--- src/core/cmp_vref_pkg.sv ---
/*
 * constants for the comparator and ladder reference control block:
 * register offsets, bit positions, reset values and pin map.
 * assumes an AXI4-Lite slave with 32-bit data and one word per register.
 */
package cmp_vref_pkg;
    // ==========================================================
    // register map (byte addresses)
    localparam logic [3:0] cmp1_ctrl_addr  = 4'h0;
    localparam logic [3:0] cmp2_ctrl_addr  = 4'h4;
    localparam logic [3:0] vref_ctrl_addr  = 4'h8;
    localparam logic [3:0] wake_stat_addr  = 4'hc;
    localparam int         addr_w          = 4;

    // ==========================================================
    // comparator control fields
    localparam int result_bit    = 7;
    localparam int pin_drive_n   = 6;
    localparam int polarity_bit  = 5;
    localparam int pos_sel_b_bit = 4;
    localparam int enable_bit    = 3;
    localparam int neg_sel_bit   = 2;
    localparam int pos_sel_a_bit = 1;
    localparam int wake_dis_bit  = 0;
    localparam logic [6:0] cmp_ctrl_reset = 7'h7f;

    // ==========================================================
    // reference control fields
    localparam int ladder_en_bit   = 7;
    localparam int ladder_pin1_bit = 6;
    localparam int ladder_pin2_bit = 5;
    localparam int ladder_rng_bit  = 4;
    localparam int ladder_code_w   = 4;
    localparam logic [7:0] vref_ctrl_reset = 8'h1f;

    // ==========================================================
    // analog pin map for selection and override outputs
    localparam int pin_first_pos  = 0;
    localparam int pin_second_pos = 1;
    localparam int pin_second_neg = 2;
    localparam int pin_count      = 3;

    // axi response codes
    localparam logic [1:0] resp_okay   = 2'h0;
    localparam logic [1:0] resp_slverr = 2'h2;
endpackage : cmp_vref_pkg

--- src/core/cmp_vref_ctrl.sv ---
/*
 * comparator and ladder reference control with AXI4-Lite registers.
 * assumes raw comparator results arrive asynchronous from the analog cores,
 * and that the pad logic obeys the override and analog-force outputs.
 */
// The AXI4-Lite interface to the registers and the address map were left to the implementer.
`timescale 1ns/1ps
`default_nettype none
module cmp_vref_ctrl (
    // clock and reset
    input  wire logic        aclk,
    input  wire logic        aresetn,
    // axi write address
    input  wire logic [31:0] s_axi_awaddr,
    input  wire logic        s_axi_awvalid,
    output var  logic        s_axi_awready,
    // axi write data
    input  wire logic [31:0] s_axi_wdata,
    input  wire logic [3:0]  s_axi_wstrb,
    input  wire logic        s_axi_wvalid,
    output var  logic        s_axi_wready,
    // axi write response
    output var  logic [1:0]  s_axi_bresp,
    output var  logic        s_axi_bvalid,
    input  wire logic        s_axi_bready,
    // axi read address
    input  wire logic [31:0] s_axi_araddr,
    input  wire logic        s_axi_arvalid,
    output var  logic        s_axi_arready,
    // axi read data
    output var  logic [31:0] s_axi_rdata,
    output var  logic [1:0]  s_axi_rresp,
    output var  logic        s_axi_rvalid,
    input  wire logic        s_axi_rready,
    // raw comparator results from the analog cores
    input  wire logic [1:0]  cmp_raw_result,
    // analog controls
    output var  logic [1:0]  cmp_enable,
    output var  logic        second_cmp_neg_select,
    output var  logic [2:0]  second_cmp_pos_route,
    output var  logic        ladder_power_enable,
    output var  logic        ladder_range_low,
    output var  logic [3:0]  ladder_level_code,
    output var  logic        ladder_ground,
    // pin overrides
    output var  logic [2:0]  pin_force_analog,
    output var  logic        first_cmp_out_pin,
    output var  logic        first_cmp_out_oe,
    output var  logic        second_cmp_out_pin,
    output var  logic        second_cmp_out_oe,
    output var  logic [1:0]  ladder_pin_drive,
    // wake flag
    output var  logic        cmp_wake_flag
);
    // ==========================================================
    // state
    typedef enum logic [2:0] {
        wr_idle = 3'h1,
        wr_resp = 3'h2,
        wr_hold = 3'h4
    } wr_state_e;

    typedef struct packed {
        logic [1:0]  sync_a;
        logic [1:0]  sync_b;
        logic [1:0]  latched;
        logic        wake;
        logic [6:0]  ctrl1;
        logic [6:0]  ctrl2;
        logic [7:0]  vref;
        wr_state_e   wst;
        logic        awready;
        logic        wready;
        logic        bvalid;
        logic [1:0]  bresp;
        logic        arready;
        logic        rvalid;
        logic [31:0] rdata;
        logic [1:0]  rresp;
        logic [1:0]  cen;
        logic        nsel;
        logic [2:0]  proute;
        logic [2:0]  fanalog;
        logic [1:0]  outpin;
        logic [1:0]  outoe;
        logic        lpow;
        logic        lrng;
        logic [3:0]  lcode;
        logic        lgnd;
        logic [1:0]  lpin;
    } state_s;

    state_s st;
    state_s next_st;

    // reported result after polarity
    function automatic logic polar(input logic raw, input logic [6:0] c);
        polar = c[cmp_vref_pkg::polarity_bit] ? raw : ~raw;
    endfunction : polar

    // register word as seen by a read
    function automatic logic [7:0] ctrl_word(input logic res, input logic [6:0] c);
        ctrl_word = {res, c};
    endfunction : ctrl_word

    logic [1:0] res;
    logic [1:0] wake_en;
    logic       wr_go;
    logic       rd_go;
    logic       do_clear;
    logic [3:0] waddr;
    logic [3:0] raddr;
    logic       c2_on;
    logic [2:0] sel2;

    // ==========================================================
    // next-state logic
    always_comb begin
        next_st = st;
        // two-stage synchroniser
        next_st.sync_a = cmp_raw_result;
        next_st.sync_b = st.sync_a;
        res[0] = polar(st.sync_b[0], st.ctrl1);
        res[1] = polar(st.sync_b[1], st.ctrl2);
        wake_en = {~st.ctrl2[cmp_vref_pkg::wake_dis_bit], ~st.ctrl1[cmp_vref_pkg::wake_dis_bit]};
        waddr = s_axi_awaddr[cmp_vref_pkg::addr_w-1:0];
        raddr = s_axi_araddr[cmp_vref_pkg::addr_w-1:0];
        do_clear = 1'b0;

        // write channel: address and data must be taken on the same edge to write
        if (s_axi_awvalid && st.awready) begin
            next_st.awready = 1'b0;
        end
        if (s_axi_wvalid && st.wready) begin
            next_st.wready = 1'b0;
        end
        wr_go = (s_axi_awvalid && st.awready && s_axi_wvalid && st.wready);
        unique case (st.wst)
            wr_idle: begin
                if (wr_go) begin
                    next_st.bvalid = 1'b1;
                    next_st.bresp = cmp_vref_pkg::resp_okay;
                    next_st.wst = wr_resp;
                    if (s_axi_wstrb[0]) begin
                        unique case (waddr)
                            cmp_vref_pkg::cmp1_ctrl_addr: next_st.ctrl1 = s_axi_wdata[6:0];
                            cmp_vref_pkg::cmp2_ctrl_addr: next_st.ctrl2 = s_axi_wdata[6:0];
                            cmp_vref_pkg::vref_ctrl_addr: next_st.vref = s_axi_wdata[7:0];
                            cmp_vref_pkg::wake_stat_addr: do_clear = ~s_axi_wdata[0];
                            default: next_st.bresp = cmp_vref_pkg::resp_slverr;
                        endcase
                    end else if (waddr > cmp_vref_pkg::wake_stat_addr || waddr[1:0] != 2'h0) begin
                        next_st.bresp = cmp_vref_pkg::resp_slverr;
                    end
                end else if (!st.awready && !st.wready) begin
                    next_st.wst = wr_hold;
                end
            end
            wr_hold: begin
                // one of the two items taken, waiting for its partner
                if (st.awready && !st.wready && s_axi_awvalid) begin
                    next_st.awready = 1'b0;
                end
                if (!next_st.awready && !next_st.wready) begin
                    next_st.wst = wr_idle;
                end
            end
            wr_resp: begin
                if (s_axi_bready) begin
                    next_st.bvalid = 1'b0;
                    next_st.awready = 1'b1;
                    next_st.wready = 1'b1;
                    next_st.wst = wr_idle;
                end
            end
            default: next_st.wst = wr_idle;
        endcase
        // partial handshake: address and data taken on different edges
        if (st.wst != wr_resp && !next_st.awready && !next_st.wready && !wr_go) begin
            next_st.bvalid = 1'b1;
            next_st.bresp = cmp_vref_pkg::resp_slverr;
            next_st.wst = wr_resp;
        end

        // read channel
        rd_go = s_axi_arvalid && st.arready;
        if (rd_go) begin
            next_st.arready = 1'b0;
            next_st.rvalid = 1'b1;
            next_st.rresp = cmp_vref_pkg::resp_okay;
            unique case (raddr)
                cmp_vref_pkg::cmp1_ctrl_addr: next_st.rdata = {24'h0, ctrl_word(res[0], st.ctrl1)};
                cmp_vref_pkg::cmp2_ctrl_addr: next_st.rdata = {24'h0, ctrl_word(res[1], st.ctrl2)};
                cmp_vref_pkg::vref_ctrl_addr: next_st.rdata = {24'h0, st.vref};
                cmp_vref_pkg::wake_stat_addr: next_st.rdata = {31'h0, st.wake};
                default: begin
                    next_st.rdata = 32'h0;
                    next_st.rresp = cmp_vref_pkg::resp_slverr;
                end
            endcase
            // reading either control register latches the synchronised results for change detection
            if (raddr == cmp_vref_pkg::cmp1_ctrl_addr || raddr == cmp_vref_pkg::cmp2_ctrl_addr) begin
                next_st.latched = st.sync_b;
            end
        end else if (st.rvalid && s_axi_rready) begin
            next_st.rvalid = 1'b0;
            next_st.arready = 1'b1;
        end

        // wake flag: set wins over clear, held until cleared
        if (do_clear) begin
            next_st.wake = 1'b0;
        end
        if (|(wake_en & (st.sync_b ^ st.latched))) begin
            next_st.wake = 1'b1;
        end

        // comparator enables and input routing
        next_st.cen = {st.ctrl2[cmp_vref_pkg::enable_bit], st.ctrl1[cmp_vref_pkg::enable_bit]};
        c2_on = st.ctrl2[cmp_vref_pkg::enable_bit];
        next_st.nsel = st.ctrl2[cmp_vref_pkg::neg_sel_bit];
        sel2 = 3'h0;
        if (st.ctrl2[cmp_vref_pkg::pos_sel_a_bit]) begin
            sel2[cmp_vref_pkg::pin_second_pos] = 1'b1;
        end else if (st.ctrl2[cmp_vref_pkg::pos_sel_b_bit]) begin
            sel2[cmp_vref_pkg::pin_first_pos] = 1'b1;
        end else begin
            sel2[cmp_vref_pkg::pin_second_neg] = 1'b1;
        end
        next_st.proute = sel2;
        if (st.ctrl2[cmp_vref_pkg::neg_sel_bit]) begin
            sel2[cmp_vref_pkg::pin_second_neg] = 1'b1;
        end
        // force selected pins analog while on, stored pad settings untouched
        next_st.fanalog = c2_on ? sel2 : 3'h0;
        if (st.ctrl1[cmp_vref_pkg::enable_bit]) begin
            next_st.fanalog[cmp_vref_pkg::pin_first_pos] = 1'b1;
        end

        // output pin routing
        next_st.outpin = res;
        next_st.outoe[0] = ~st.ctrl1[cmp_vref_pkg::pin_drive_n];
        next_st.outoe[1] = ~st.ctrl2[cmp_vref_pkg::pin_drive_n] & c2_on;

        // ladder controls
        next_st.lpow = st.vref[cmp_vref_pkg::ladder_en_bit];
        next_st.lrng = st.vref[cmp_vref_pkg::ladder_rng_bit];
        next_st.lcode = st.vref[cmp_vref_pkg::ladder_code_w-1:0];
        next_st.lgnd = ~st.vref[cmp_vref_pkg::ladder_en_bit] & st.vref[cmp_vref_pkg::ladder_rng_bit]
                       & (st.vref[cmp_vref_pkg::ladder_code_w-1:0] == 4'h0);
        next_st.lpin = {st.vref[cmp_vref_pkg::ladder_pin2_bit], st.vref[cmp_vref_pkg::ladder_pin1_bit]};
    end

    // ==========================================================
    // state register
    always_ff @(posedge aclk) begin
        if (!aresetn) begin
            st <= '0;
            st.ctrl1 <= cmp_vref_pkg::cmp_ctrl_reset;
            st.ctrl2 <= cmp_vref_pkg::cmp_ctrl_reset;
            st.vref <= cmp_vref_pkg::vref_ctrl_reset;
            st.wst <= wr_idle;
            st.awready <= 1'b1;
            st.wready <= 1'b1;
            st.arready <= 1'b1;
        end else begin
            st <= next_st;
        end
    end

    // ==========================================================
    // outputs
    assign s_axi_awready = st.awready;
    assign s_axi_wready = st.wready;
    assign s_axi_bvalid = st.bvalid;
    assign s_axi_bresp = st.bresp;
    assign s_axi_arready = st.arready;
    assign s_axi_rvalid = st.rvalid;
    assign s_axi_rdata = st.rdata;
    assign s_axi_rresp = st.rresp;
    assign cmp_enable = st.cen;
    assign second_cmp_neg_select = st.nsel;
    assign second_cmp_pos_route = st.proute;
    assign ladder_power_enable = st.lpow;
    assign ladder_range_low = st.lrng;
    assign ladder_level_code = st.lcode;
    assign ladder_ground = st.lgnd;
    assign pin_force_analog = st.fanalog;
    assign first_cmp_out_pin = st.outpin[0];
    assign first_cmp_out_oe = st.outoe[0];
    assign second_cmp_out_pin = st.outpin[1];
    assign second_cmp_out_oe = st.outoe[1];
    assign ladder_pin_drive = st.lpin;
    assign cmp_wake_flag = st.wake;
endmodule : cmp_vref_ctrl
`default_nettype wire

--- config.mk ---
export PLATFORM = sky130hd
export DESIGN_NAME = cmp_vref_ctrl
export DESIGN_NICKNAME = d
export VERILOG_FILES = /design/src/core/cmp_vref_pkg.sv /design/src/core/cmp_vref_ctrl.sv
export SDC_FILE = /design/constraint.sdc
export NUM_CORES = 1
export LEC_CHECK = 0
export BUFFER_PORTS_ARGS = -buffer_cell sky130_fd_sc_hd__buf_2
export CAP_MARGIN = 20
export CORE_UTILIZATION = 49
export CTS_BUF_LIST = sky130_fd_sc_hd__clkbuf_2 sky130_fd_sc_hd__clkbuf_4 sky130_fd_sc_hd__clkbuf_8
export DETAILED_ROUTE_END_ITERATION = 12
export GPL_TIMING_DRIVEN = 0
export HOLD_SLACK_MARGIN = 0.05
export PLACE_DENSITY = 0.9
export SLEW_MARGIN = 20
export SYNTH_ARGS = -nofsm -noshare
export SYNTH_HDL_FRONTEND = slang
export SYNTH_SLANG_ARGS = --single-unit
--- constraint.sdc ---
create_clock -name aclk -period 2.9 [get_ports aclk]
set_input_delay 0.58 -clock aclk [delete_from_list [all_inputs] [get_ports aclk]]
set_output_delay 0.58 -clock aclk [all_outputs]
set_load 0.02 [all_outputs]
==> impl_metrics.json <==
{
  "area_growth_pct": 23.9,
  "r2r_end": "st[87]",
  "synth_seq_cells": 69,
  "grt.overflow.total": 0,
  "rsz0062_at_grt": "false",
  "die_y_um": 81.0,
  "grt_first_pass_wirelength_mm": 9.36,
  "drt-total-wl_mm": 6.09,
  "layout.nets": 524,
  "final_cells": 495,
  "antenna_found_initial": 0,
  "relSlewSlack": 0.359,
  "start_util": 0.513,
  "synthTopCellsByArea": "dfxtp_1, buf_4, mux2i_1, and2_1, nor2_1",
  "irDropWorstVdd_mv": 0.402,
  "pin_count": 173,
  "drc_errors": 0,
  "die_area_sq_um": 6550,
  "cp-end-kind": "register",
  "tns_ps": 0,
  "cp-start-kind": "register",
  "setup_viol": 0,
  "seq_area_frac_synth": 0.452,
  "slew_violations": 0,
  "core_area_sq_um": 5960,
  "r2r-start": "st[63]",
  "rrSetupSlack_ps": 660,
  "via_count": 2373,
  "yosys_warnings": 0,
  "synth.most_common_cell": "dfxtp_1",
  "dp_hpwl_mm": 4.54,
  "worstPathArrival_ps": 2500,
  "maxCapViolCount": 0,
  "utilization": 0.636,
  "cts.sink_count": 69,
  "via_per_inst": 4.79,
  "postCtsResizedCells": 0,
  "cp-startpoint": "st[63]",
  "syn_inst": 318,
  "syn_area_per_cell_sq_um": 9.60,
  "synth_top_cell_by_area": "dfxtp_1",
  "gp_congestion": 0.832,
  "skew_ps": 4.11,
  "combPwrFrac": 0.153,
  "status": "finished, final reports clean",
  "hold_class": "reg -> reg",
  "fmax_mhz": 447,
  "grt_max_degree": 13,
  "fin_crit_sh": 0.772,
  "io_buffer_count": 61,
  "dr.pass1.iters": 4,
  "hold_violations": 0,
  "syn-cell-area_sq_um": 3050,
  "cts.clk_slew.worst_paths_ps": 70,
  "ys_top_cells_by_count": "dfxtp_1, buf_4, mux2i_1, nor2_1, nand2_1",
  "drtIter0Drc": 98,
  "sw_frac_of_total": 0.254,
  "synth-edff-count": 0,
  "grtUsageTotal": 0.196,
  "wl_per_cell_um": 12.3,
  "ant_nets": 0,
  "power.density_nw_per_um2": 605,
  "insertedDiodeCount": 0,
  "cts.htree.levels": 3,
  "rows": 28,
  "p_int_mw": 1.71,
  "clkLatencyLatePin_ps": 340,
  "leakagePower_nw": 1.75,
  "dieWidth_um": 81.0,
  "ys.flop_type": "dfxtp_1",
  "crit_type": "reg -> reg",
  "cts_buffers": 9,
  "synth.top_cell.area_share": 0.452,
  "root_buffer": "clkbuf_8",
  "cp.required_ps": 3170,
  "cts_tree": "done",
  "reg2regPathDepth": 5,
  "p_sw_mw": 0.582,
  "crit_end": "st[87]",
  "nFillCells": 492,
  "min_period_ps": 2240,
  "ys_types": 46,
  "drive_gt1_frac": 0.324,
  "crit_path_max_fanout": 7,
  "grt_pass1_vias": 2058,
  "p_seq_frac": 0.447,
  "cts_setup_buffers": 0,
  "ys_async_sr_fraction": 0,
  "place_inst": 479,
  "power_frac_clock": 0.400,
  "hold_buffers": 0,
  "cts_buffer_depth": 2,
  "worst_slew_pin_slew_ps": 937
}
-- state kept, by name, summed over array words and instances, names as in the netlist, 2 cells and up --
| signal | flops |
|---|---|
| cmp_enable | 2 |
| ladder_level_code | 4 |
| ladder_pin_drive | 2 |
| next_st | 12 |
| pin_force_analog | 3 |
| s_axi_rdata | 8 |
| second_cmp_pos_route | 3 |
| st | 18 |
-- area by class of cell --
class	instances	area [sq um]	share of cell area
Clock buffer	9	124	0.0327
Timing Repair Buffer	61	305	0.0807
Sequential cell	69	1380	0.365
Inverter	6	22.5	0.00595
Tap cell	75	93.8	0.0248
Multi-Input combinational cell	205	1320	0.348
Buffer	63	428	0.113
Clock inverter	7	114	0.0301
-- cell usage in the layout (no fill, tap or decap), types with 2 or more instances in the layout --
cell,count
a21boi_0,4
and2_1,16
nand2_1,20
or3b_2,2
nand2b_1,5
mux2i_1,29
and3_1,3
a22oi_1,7
o21a_1,3
xnor2_1,4
clkbuf_1,10
nor2b_1,13
nor2_1,25
inv_1,5
dfxtp_1,69
nor3b_1,4
a21oi_1,2
o2bb2ai_1,7
nor3_1,7
conb_1,26
buf_2,64
clkinv_2,3
o21ai_0,5
clkbuf_8,9
buf_4,50
bufinv_16,3
nand3_1,2
-- stage by stage --
step	worst slack, ps	total power [mW]	hold slack, ps	area, sq um
after floorplan	782	1.30	403	3150
after global placement	600	1.38	417	3550
after detailed placement	538	1.39	420	3550
after CTS	683	2.31	426	3780
after global routing	566	2.39	429	3780
final	662	2.29	434	3780
-- worst max-delay path: stages (launching register included) --
cell     delay [ps]
dfxtp_1         410
or3b_1          380
buf_2           180
or3_4           410
nor3_1          520
mux2i_1         270
-- cell families (layout without fill, tap and decap cells) --
family                 count (synthesis)  count (layout)  share of synthesized area
AO/OA/AOI/OAI                         40              40                     0.0983
XOR/XNOR                               4               4                     0.0115
buffers and inverters                 69             146                      0.147
flip-flops                            69              69                      0.452
multiplexers                          30              30                      0.102
other                                  1              26                    0.00123
AND/OR/NAND/NOR                      105             105                      0.187
-- worst min path at each step --
stage | start | endpoint | slack [ps] | depth (start not counted)
after floorplan | st[87] | first_cmp_out_oe | 400 | 1
after CTS | cmp_raw_result[1] | next_st[92] | 430 | 2
after global routing | cmp_raw_result[0] | next_st[91] | 430 | 2
after global placement | st[87] | first_cmp_out_oe | 420 | 1
final | next_st[92] | st[92] | 430 | 1
after detailed placement | next_st[92] | st[92] | 420 | 1
-- power by group through the flow --
| stage | Combinational (mW) | Clock, mW | Sequential [mW] |
|---|---|---|---|
| after global placement | 0.340 | 0 | 1.04 |
| after detailed placement | 0.347 | 0 | 1.04 |
| after floorplan | 0.253 | 0 | 1.05 |
| after CTS | 0.349 | 0.936 | 1.02 |
| final | 0.351 | 0.916 | 1.02 |
| after global routing | 0.383 | 0.974 | 1.03 |
-- layer usage --
metal	routed length (um)	vias up	share of wire	track usage
met5	0	-	0	0
met4	118	0	0.019	0.0875
met3	403	11	0.066	0.0674
met2	2840	88	0.47	0.316
met1	2730	1075	0.45	0.234
li1	-	1199	-	-
(Power assumes the default switching activity.)
